[src/include/oswc_pkg.sv]
// How it works
// - Setting the soft reset request starts a global shutdown that powers down both sequencers and then asserts the system reset, while writing zero has no effect.
// - When soft reset and power off are requested together, only the soft reset path runs, reset included.
// - The soft reset request bit clears itself when the shutdown it started is complete.
// - Setting the power off request starts a global shutdown of both sequencers without any reset.
// - The power off request bit clears itself when the shutdown it started is complete.
// - The three-bit hold time code selects 2, 3, 4, 5, 6, 8, 10 or 12 seconds of manual reset hold.
// - With sleep enabled a low sleep control pin puts the host into sleep, otherwise the pin is ignored.
// - The power-on pin gets only debounce, plus one more second when the extra delay bit is set.
// - A manual reset event wakes the device to ON only while its wake enable is set.
// - A soft reset event wakes the device to ON only while its wake enable is set.
// - A valid main battery event wakes the device only while the battery wake enable is set.
// - The first RTC alarm wakes the device only while its wake enable is set.
// - The second RTC alarm wakes the device only while its wake enable is set.
// - A power-on pin event wakes the device only while its wake enable is set.
package oswc_pkg;

   // ==========================================================
   // Register map
   localparam logic [7:0] OSWC_CTL1_ADDR = 8'h93;
   localparam logic [7:0] OSWC_WAKE_ADDR = 8'h94;

   // Control one fields
   localparam int OSWC_SFT_BIT  = 6;
   localparam int OSWC_HOLD_LSB = 3;
   localparam int OSWC_SLP_BIT  = 2;
   localparam int OSWC_OFF_BIT  = 1;
   localparam int OSWC_DLY_BIT  = 0;

   // Wake enable fields
   localparam int OSWC_WK_MR    = 7;
   localparam int OSWC_WK_SFT   = 6;
   localparam int OSWC_WK_WD    = 5;
   localparam int OSWC_WK_CHG   = 4;
   localparam int OSWC_WK_BATT  = 3;
   localparam int OSWC_WK_ALMA  = 2;
   localparam int OSWC_WK_ALMB  = 1;
   localparam int OSWC_WK_PON   = 0;

   // Reset values of fixed bits; bits 7 and 3 come from module parameters
   localparam logic [7:0] OSWC_WAKE_RST   = 8'h47;
   localparam logic [7:0] OSWC_WAKE_OTPM  = 8'h88;
   localparam logic [7:0] OSWC_CTL1_OTPM  = 8'h39;

   // ==========================================================
   // Timing
   localparam int unsigned OSWC_CLK_HZ        = 40_000_000;
   localparam int unsigned OSWC_EXTRA_DELAY_S = 1;
   localparam int unsigned OSWC_CYC_PER_SEC   = OSWC_EXTRA_DELAY_S * OSWC_CLK_HZ;
   localparam int unsigned OSWC_DEBOUNCE_US   = 30_000;
   localparam int unsigned OSWC_DEBOUNCE_CYC  = OSWC_DEBOUNCE_US * (OSWC_CLK_HZ / 1_000_000);
   localparam logic [7:0]  OSWC_RST_PULSE_CYC = 8'h10;
   localparam logic [3:0]  OSWC_HOLD_S [8]    = '{4'h2, 4'h3, 4'h4, 4'h5,
                                                  4'h6, 4'h8, 4'ha, 4'hc};

   // ==========================================================
   // Types
   typedef enum logic [2:0]
   {
      ST_IDLE  = 3'b001,
      ST_PWRDN = 3'b010,
      ST_RST   = 3'b100
   } oswc_sd_state_t;

   typedef enum logic [1:0]
   {
      CAUSE_OFF  = 2'h0,
      CAUSE_SOFT = 2'h1,
      CAUSE_MR   = 2'h2,
      CAUSE_WD   = 2'h3
   } oswc_cause_t;

   typedef struct packed
   {
      logic       wr;
      logic       rd;
      logic [7:0] addr;
      logic [7:0] wdata;
   } oswc_reg_req_t;

   typedef struct packed
   {
      logic wd_reset;
      logic charger_ok;
      logic main_battery;
      logic rtc_alarm_a;
      logic rtc_alarm_b;
   } oswc_evt_t;

   typedef struct packed
   {
      logic [31:0] cnt;
      logic        hit;
   } oswc_tmr_state_t;

   typedef struct packed
   {
      oswc_sd_state_t st;
      oswc_cause_t    cause;
      logic [7:0]     ctl1;
      logic [7:0]     wake_en;
      logic [7:0]     rdata;
      logic [7:0]     rst_cnt;
      logic           dev_on;
      logic           wake;
      logic           sleep;
   } oswc_main_state_t;

endpackage

[src/hdl/oswc_timer.sv]
`timescale 1ns/1ps
module oswc_timer
(
   input  wire logic        clk_in,
   input  wire logic        arst_n_in,
   input  wire logic        run_in,
   input  wire logic [31:0] limit_in,
   output logic             hit_out
);
   import oswc_pkg::*;

   oswc_tmr_state_t s_q;
   oswc_tmr_state_t s_d;

   // ==========================================================
   // Count while run holds, pulse once on reaching the limit
   always_comb
   begin
      s_d     = s_q;
      s_d.hit = 1'b0;
      if (!run_in)
      begin
         s_d.cnt = 32'h0;
      end
      else if (s_q.cnt < limit_in)
      begin
         s_d.cnt = s_q.cnt + 32'h1;
         s_d.hit = (s_q.cnt + 32'h1 == limit_in);
      end
   end

   // State register
   always_ff @(posedge clk_in or negedge arst_n_in)
   begin
      if (!arst_n_in)
      begin
         s_q <= '0;
      end
      else
      begin
         s_q <= s_d;
      end
   end

   assign hit_out = s_q.hit;

endmodule

[src/hdl/oswc_onoff_ctrl.sv]
`timescale 1ns/1ps
module oswc_onoff_ctrl
#(
   parameter int unsigned CYC_PER_SEC  = oswc_pkg::OSWC_CYC_PER_SEC,
   parameter int unsigned DEBOUNCE_CYC = oswc_pkg::OSWC_DEBOUNCE_CYC,
   parameter logic [2:0]  HOLD_RESET   = 3'h0,
   parameter logic        DLY_RESET    = 1'b0,
   parameter logic        WK_MR_RESET  = 1'b0,
   parameter logic        WK_BAT_RESET = 1'b0
)
(
   input  wire logic                   clk_in,
   input  wire logic                   arst_n_in,
   input  wire oswc_pkg::oswc_reg_req_t reg_req_in,
   output logic [7:0]                  reg_rdata_out,
   input  wire logic                   manual_reset_pin_n_in,
   input  wire logic                   power_on_pin_in,
   input  wire logic                   sleep_control_pin_n_in,
   input  wire oswc_pkg::oswc_evt_t     evt_in,
   input  wire logic                   sequencer_a_done_in,
   input  wire logic                   sequencer_b_done_in,
   output logic                        sequencer_a_pwrdn_out,
   output logic                        sequencer_b_pwrdn_out,
   output logic                        sys_reset_out,
   output logic                        host_sleep_out,
   output logic                        wakeup_out,
   output logic                        device_on_out
);
   import oswc_pkg::*;

   // ==========================================================
   // Elaboration checks
   if (CYC_PER_SEC == 0 || CYC_PER_SEC > 32'd300_000_000)
   begin : g_chk_sec
      $error("CYC_PER_SEC out of range");
   end
   if (DEBOUNCE_CYC == 0 || DEBOUNCE_CYC > 32'd100_000_000)
   begin : g_chk_deb
      $error("DEBOUNCE_CYC out of range");
   end

   oswc_main_state_t s_q;
   oswc_main_state_t s_d;
   logic [31:0]      hold_cyc;
   logic [31:0]      pon_cyc;
   logic             mr_hit;
   logic             pon_hit;
   logic             evt_wake;
   logic             end_sd;
   logic             wake_end;
   oswc_sd_state_t   st_d;

   // ==========================================================
   // Manual reset hold time decode
   always_comb
   begin
      hold_cyc = 32'(OSWC_HOLD_S[s_q.ctl1[OSWC_HOLD_LSB +: 3]]) * 32'(CYC_PER_SEC);
   end

   // Power-on pin qualification time
   always_comb
   begin
      pon_cyc = 32'(DEBOUNCE_CYC);
      if (s_q.ctl1[OSWC_DLY_BIT])
      begin
         pon_cyc = 32'(DEBOUNCE_CYC) + 32'(CYC_PER_SEC);
      end
   end

   // Manual reset hold timer
   oswc_timer u_mr_tmr
   (
      .clk_in    (clk_in),
      .arst_n_in (arst_n_in),
      .run_in    (~manual_reset_pin_n_in),
      .limit_in  (hold_cyc),
      .hit_out   (mr_hit)
   );

   // Power-on pin debounce and extra delay
   oswc_timer u_pon_tmr
   (
      .clk_in    (clk_in),
      .arst_n_in (arst_n_in),
      .run_in    (power_on_pin_in),
      .limit_in  (pon_cyc),
      .hit_out   (pon_hit)
   );

   // ==========================================================
   // Standby wake sources, each gated by its enable
   always_comb
   begin
      evt_wake = 1'b0;
      if (evt_in.charger_ok && s_q.wake_en[OSWC_WK_CHG])
      begin
         evt_wake = 1'b1;
      end
      if (evt_in.main_battery && s_q.wake_en[OSWC_WK_BATT])
      begin
         evt_wake = 1'b1;
      end
      if (evt_in.rtc_alarm_a && s_q.wake_en[OSWC_WK_ALMA])
      begin
         evt_wake = 1'b1;
      end
      if (evt_in.rtc_alarm_b && s_q.wake_en[OSWC_WK_ALMB])
      begin
         evt_wake = 1'b1;
      end
      if (pon_hit && s_q.wake_en[OSWC_WK_PON])
      begin
         evt_wake = 1'b1;
      end
   end

   // Wake decision at the end of a shutdown, by cause
   always_comb
   begin
      case (s_q.cause)
         CAUSE_SOFT: wake_end = s_q.wake_en[OSWC_WK_SFT];
         CAUSE_MR:   wake_end = s_q.wake_en[OSWC_WK_MR];
         CAUSE_WD:   wake_end = s_q.wake_en[OSWC_WK_WD];
         default:    wake_end = 1'b0;
      endcase
   end

   // ==========================================================
   // Shutdown sequence
   always_comb
   begin
      st_d   = s_q.st;
      end_sd = 1'b0;
      case (s_q.st)
         ST_IDLE:
         begin
            if (s_q.ctl1[OSWC_SFT_BIT] || mr_hit || evt_in.wd_reset
                || s_q.ctl1[OSWC_OFF_BIT])
            begin
               st_d = ST_PWRDN;
            end
         end
         ST_PWRDN:
         begin
            if (sequencer_a_done_in && sequencer_b_done_in)
            begin
               if (s_q.cause == CAUSE_OFF)
               begin
                  st_d   = ST_IDLE;
                  end_sd = 1'b1;
               end
               else
               begin
                  st_d = ST_RST;
               end
            end
         end
         ST_RST:
         begin
            if (s_q.rst_cnt == OSWC_RST_PULSE_CYC - 8'h1)
            begin
               st_d   = ST_IDLE;
               end_sd = 1'b1;
            end
         end
         default:
         begin
            st_d = ST_IDLE;
         end
      endcase
   end

   // ==========================================================
   // Next state of the whole block
   always_comb
   begin
      s_d      = s_q;
      s_d.st   = st_d;
      s_d.wake = 1'b0;

      // Latch cause on start; soft reset outranks power off
      if (s_q.st == ST_IDLE && st_d == ST_PWRDN)
      begin
         if (s_q.ctl1[OSWC_SFT_BIT])
         begin
            s_d.cause = CAUSE_SOFT;
         end
         else if (mr_hit)
         begin
            s_d.cause = CAUSE_MR;
         end
         else if (evt_in.wd_reset)
         begin
            s_d.cause = CAUSE_WD;
         end
         else
         begin
            s_d.cause = CAUSE_OFF;
         end
      end

      // Reset pulse counter
      if (s_q.st == ST_RST)
      begin
         s_d.rst_cnt = s_q.rst_cnt + 8'h1;
      end
      else
      begin
         s_d.rst_cnt = 8'h0;
      end

      // Shutdown complete: self clear requests, go to ON or standby
      if (end_sd)
      begin
         s_d.ctl1[OSWC_SFT_BIT] = 1'b0;
         s_d.ctl1[OSWC_OFF_BIT] = 1'b0;
         s_d.dev_on             = wake_end;
         s_d.wake               = wake_end;
      end
      else if (s_q.st == ST_PWRDN && st_d == ST_PWRDN)
      begin
         s_d.dev_on = 1'b0;
      end
      else if (s_q.st == ST_IDLE && st_d == ST_IDLE && !s_q.dev_on && evt_wake)
      begin
         s_d.dev_on = 1'b1;
         s_d.wake   = 1'b1;
      end

      // Sleep request from the pin
      s_d.sleep = s_q.ctl1[OSWC_SLP_BIT] && !sleep_control_pin_n_in;

      // Register writes; a new request wins over the self clear
      if (reg_req_in.wr)
      begin
         case (reg_req_in.addr)
            OSWC_CTL1_ADDR:
            begin
               s_d.ctl1[7]              = 1'b0;
               s_d.ctl1[OSWC_SFT_BIT]   = s_d.ctl1[OSWC_SFT_BIT]
                                          | reg_req_in.wdata[OSWC_SFT_BIT];
               s_d.ctl1[OSWC_HOLD_LSB +: 3] = reg_req_in.wdata[OSWC_HOLD_LSB +: 3];
               s_d.ctl1[OSWC_SLP_BIT]   = reg_req_in.wdata[OSWC_SLP_BIT];
               s_d.ctl1[OSWC_OFF_BIT]   = s_d.ctl1[OSWC_OFF_BIT]
                                          | reg_req_in.wdata[OSWC_OFF_BIT];
               s_d.ctl1[OSWC_DLY_BIT]   = reg_req_in.wdata[OSWC_DLY_BIT];
            end
            OSWC_WAKE_ADDR:
            begin
               s_d.wake_en = reg_req_in.wdata;
            end
            default:
            begin
               s_d.wake_en = s_q.wake_en;
            end
         endcase
      end

      // Register reads, unmapped address returns zero
      if (reg_req_in.rd)
      begin
         case (reg_req_in.addr)
            OSWC_CTL1_ADDR: s_d.rdata = s_q.ctl1;
            OSWC_WAKE_ADDR: s_d.rdata = s_q.wake_en;
            default:        s_d.rdata = 8'h00;
         endcase
      end
   end

   // ==========================================================
   // State register
   always_ff @(posedge clk_in or negedge arst_n_in)
   begin
      if (!arst_n_in)
      begin
         s_q         <= '0;
         s_q.st      <= ST_IDLE;
         s_q.cause   <= CAUSE_OFF;
         s_q.ctl1    <= {2'h0, HOLD_RESET, 2'h0, DLY_RESET};
         s_q.wake_en <= OSWC_WAKE_RST | {WK_MR_RESET, 3'h0, WK_BAT_RESET, 3'h0};
         s_q.dev_on  <= 1'b1;
      end
      else
      begin
         s_q <= s_d;
      end
   end

   // ==========================================================
   // Outputs
   assign reg_rdata_out         = s_q.rdata;
   assign sequencer_a_pwrdn_out = (s_q.st == ST_PWRDN);
   assign sequencer_b_pwrdn_out = (s_q.st == ST_PWRDN);
   assign sys_reset_out         = (s_q.st == ST_RST);
   assign host_sleep_out        = s_q.sleep;
   assign wakeup_out            = s_q.wake;
   assign device_on_out         = s_q.dev_on;

endmodule

[config.mk]
export PLATFORM = sky130hd
export DESIGN_NAME = oswc_onoff_ctrl
export DESIGN_NICKNAME = d
export VERILOG_FILES = /design/src/include/oswc_pkg.sv /design/src/hdl/oswc_timer.sv /design/src/hdl/oswc_onoff_ctrl.sv
export SDC_FILE = /design/constraint.sdc
export NUM_CORES = 1
export LEC_CHECK = 0
export BUFFER_PORTS_ARGS = -buffer_cell sky130_fd_sc_hd__clkbuf_2
export CAP_MARGIN = 5
export CORE_ASPECT_RATIO = 0.75
export CORE_MARGIN = 3
export CORE_UTILIZATION = 30
export CTS_BUF_LIST = sky130_fd_sc_hd__clkbuf_4 sky130_fd_sc_hd__clkbuf_8
export CTS_CLUSTER_SIZE = 14
export DETAILED_ROUTE_END_ITERATION = 10
export GPL_ROUTABILITY_DRIVEN = 0
export GPL_TIMING_DRIVEN = 0
export PLACE_DENSITY = 0.52
export SLEW_MARGIN = 20
export SYNTH_ARGS = -nofsm -noshare
export SYNTH_HDL_FRONTEND = slang
export SYNTH_HIERARCHICAL = 1
export SYNTH_SLANG_ARGS = --single-unit
[constraint.sdc]
create_clock -name clk_in -period 11 [get_ports clk_in]
set_input_delay 0.55 -clock clk_in [delete_from_list [all_inputs] [get_ports clk_in]]
set_output_delay 0.55 -clock clk_in [all_outputs]
set_load 0.02 [all_outputs]
==> flow_summary.json <==
{
  "cts_resized": 0,
  "ys_types": 78,
  "synth_common_cells": "xnor2_1 (125), nor2_1 (118), dfrtp_1 (99)",
  "synth_ff_type": "dfrtp_1",
  "dr.pass1.iters": 5,
  "ys_ff_latch": 105,
  "drive_above_1_share_pct": 12.22,
  "drt-initial-drc-count": 660,
  "hp-class": "input pin to asynchronous set/reset pin",
  "fill_cells": 3349,
  "h-tree-depth": 3,
  "critPathRequiredTime_ns": 11.25,
  "drc": 0,
  "start_kind": "register",
  "max_slew_margin_pct": 31.61,
  "grt_pass1_wl_um": 44900,
  "num-nets-final": 1431,
  "via_per_inst": 4.889,
  "clkLatencyLatePin_ns": 0.41,
  "synth_xor_area_share_pct": 13.21,
  "synth.area.top_cells": "dfrtp_1 (25%), xnor2_1 (11%), ha_1 (11%), nor2_1 (4.5%), inv_1 (3.5%)",
  "hold_viol": 0,
  "synth_area_sq_um": 9744,
  "die_w_um": 214.1,
  "cp_max_fo": 9,
  "synth-compound-area-share_pct": 13.83,
  "worst_setup_path_end_kind": "register",
  "fmaxAchievable_ghz": 0.1460,
  "final_util_pct": 35.01,
  "start_util_pct": 30.84,
  "yosysTopAreaCell": "dfrtp_1",
  "r2r_start": "s_q[31]",
  "dieArea_sq_um": 34700,
  "hold_buffers": 0,
  "top_layer_used": "met4",
  "p_leak_nw": 5.002,
  "r2r_end": "u_mr_tmr/hit_out",
  "ys_seq_area_share_pct": 27.04,
  "synth_area_per_cell_sq_um": 8.293,
  "setup_viol": 0,
  "antenna_left": 0,
  "power_density_nw_per_um2": 78.69,
  "place_area_sq_um": 10850,
  "timing.setup.tns_ns": 0,
  "cts_tree": "done",
  "period_share_pct": 62.27,
  "cts_buffer_depth": 2,
  "drv_slew": 0,
  "fp-row-count": 56,
  "core_area_sq_um": 31600,
  "postLayoutSetupSlackWorst_ns": 4.151,
  "synth.most_common_cell": "xnor2_1",
  "final_area_sq_um": 11060,
  "detailed_place_hpwl_um": 21170,
  "worst_ep_arrival_time_ns": 7.10,
  "yosys.area_share.simple_pct": 25.09,
  "maxCapViolCount": 0,
  "layout_min_cycle_time_ns": 6.849,
  "grtUsageTotal_pct": 15.97,
  "synth-adder-area-share_pct": 11.58,
  "dpl_worst_slack_ns": 4.240,
  "status": "finished, final reports clean",
  "rsz0062_at_grt": "no",
  "vias": 8565,
  "skew_ns": 0.01855,
  "grt_pass1_vias": 8043,
  "synth-edff-count": 0,
  "whs_ns": 0.02692,
  "wl_met3_um": 1286,
  "tightest_slew_ns": 1.026,
  "synthToLayoutAreaGrowth_pct": 13.52,
  "gr-total-overflow": 0,
  "n_antenna_cell": 0,
  "ir_drop_mv": 0.05755,
  "clkSinkCount": 105,
  "clockRootBuffer": "clkbuf_8",
  "ys_warn_count": 6,
  "routedWlPerCell_um": 15.55,
  "yosysTopAreaCellShare_pct": 25.42,
  "antenna_found_initial": 0,
  "synthMuxAreaShare_pct": 2.414,
  "drt_wl_total_um": 27240,
  "async_flop_share_pct": 100.0,
  "io_pins": 44,
  "synth_top_family_by_area": "simple AND/OR/NAND/NOR gates",
  "die_y_um": 162.1,
  "io_buffers": 42,
  "cts.clk_slew.worst_paths_ns": 0.13,
  "synth_cells": 1175,
  "cts_setup_buffers": 0,
  "cts_buffers": 9,
  "grt_max_degree": 71,
  "crit_type": "register to register",
  "dr_wl_met2_um": 10690,
  "met1_length_um": 15080,
  "reg2reg_depth": 23,
  "reg2reg_setup_slack_ns": 4.15
}
==> final cells by class <==
type                       count  area (sq um)  share of cell area, %
sequential                   105          2635                  23.82
clock buffer                   9         123.9                  1.120
inverter                      93         349.1                  3.156
buffer                        57         309.0                  2.794
clock inverter                 7         91.34                 0.8257
multi-input combinational   1003          6763                  61.14
timing repair buffer          43         246.5                  2.228
tap                          435         544.3                  4.920
==> report_power, final <==
| group | switching [W] | leakage (nW) | total [W] | internal (W) |
|---|---|---|---|---|
| Sequential | 0.0000175 | 1.42 | 0.000422 | 0.000405 |
| Combinational | 0.000106 | 3.47 | 0.000177 | 0.0000713 |
| Clock | 0.000178 | 0.106 | 0.000271 | 0.0000935 |
| Total | 0.000301 | 5.00 | 0.000871 | 0.000569 |
==> metrics by stage <==
step	total power [W]	instances
after CTS	0.0008831	1752
after global routing	0.0009253	1752
after global placement	0.0006015	1735
final	0.0008705	1752
after floorplan	0.0005502	1258
after detailed placement	0.0006057	1736
==> metal layers <==
metal / vias to the layer above / GRT usage (%)
met5: - / 0
met4: 0 / 2.962
met3: 11 / 1.964
met2: 193 / 22.38
met1: 4039 / 25.89
li1: 4322 / -
==> state kept, by name, summed over array words and instances, names as in the netlist <==
signal and count:
s_q 28, u_pon_tmr/s_q 32, u_mr_tmr/hit_out 1, u_pon_tmr/hit_out 1
host_sleep_out 1, u_mr_tmr/s_q 32, device_on_out 1, wakeup_out 1
reg_rdata_out 8
==> how the worst max path moves through the flow <==
stage	from	to	slack [ns]	depth (start not counted)
after floorplan	s_q[30]	u_mr_tmr/s_q[7]	5.27	27
final	s_q[31]	u_mr_tmr/hit_out	4.15	23
after global placement	s_q[30]	u_mr_tmr/hit_out	4.22	24
after global routing	s_q[31]	u_mr_tmr/hit_out	3.62	23
after detailed placement	s_q[31]	u_mr_tmr/hit_out	4.24	23
after CTS	s_q[31]	u_mr_tmr/hit_out	4.17	23
==> critical path, cell delays in order (launching register included) <==
cell and delay [ns]:
dfrtp_1 0.54, inv_1 0.14, ha_1 0.30, nor3_1 0.61
inv_1 0.12, fa_1 0.52, inv_1 0.06, ha_1 0.37
and3_1 0.23, a221oi_4 0.30, nor3_2 0.10, o21ai_1 0.23
o21ai_1 0.12, xor2_1 0.31, inv_1 0.09, ha_1 0.30
a21oi_1 0.17, nor2_1 0.07, a2111oi_0 0.38, o21ai_0 0.16
o221a_2 0.32, nor2_1 0.43, nand4_1 0.23, nor4_2 0.58
==> cell usage in the layout (no fill, tap or decap), types with 16 or more instances in the layout <==
master	instances
xnor2_1	125
nor2_1	118
dfrtp_1	99
inv_1	92
nand2_1	87
ha_1	87
conb_1	85
a21oi_1	63
o21ai_0	52
clkbuf_2	41
nor3_1	39
nand4_1	38
nand3_1	30
xor2_1	22
and3_1	21
clkbuf_1	20
buf_2	19
nand2b_1	17
buf_4	17
mux2_2	16
==> cells by family (layout without fill, tap and decap cells) <==
kind of cell               count (synthesis)  after routing
muxes                                     21             21
other                                      2             85
and+or+nand+nor                          453            453
AOI/OAI and AO/OA                        208            208
xor gates and xnor gates                 147            147
buffers and inverters                    150            209
DFF                                      105            105
adders and majority gates                 89             89
Note: power is estimated with default switching activity, not from simulation.
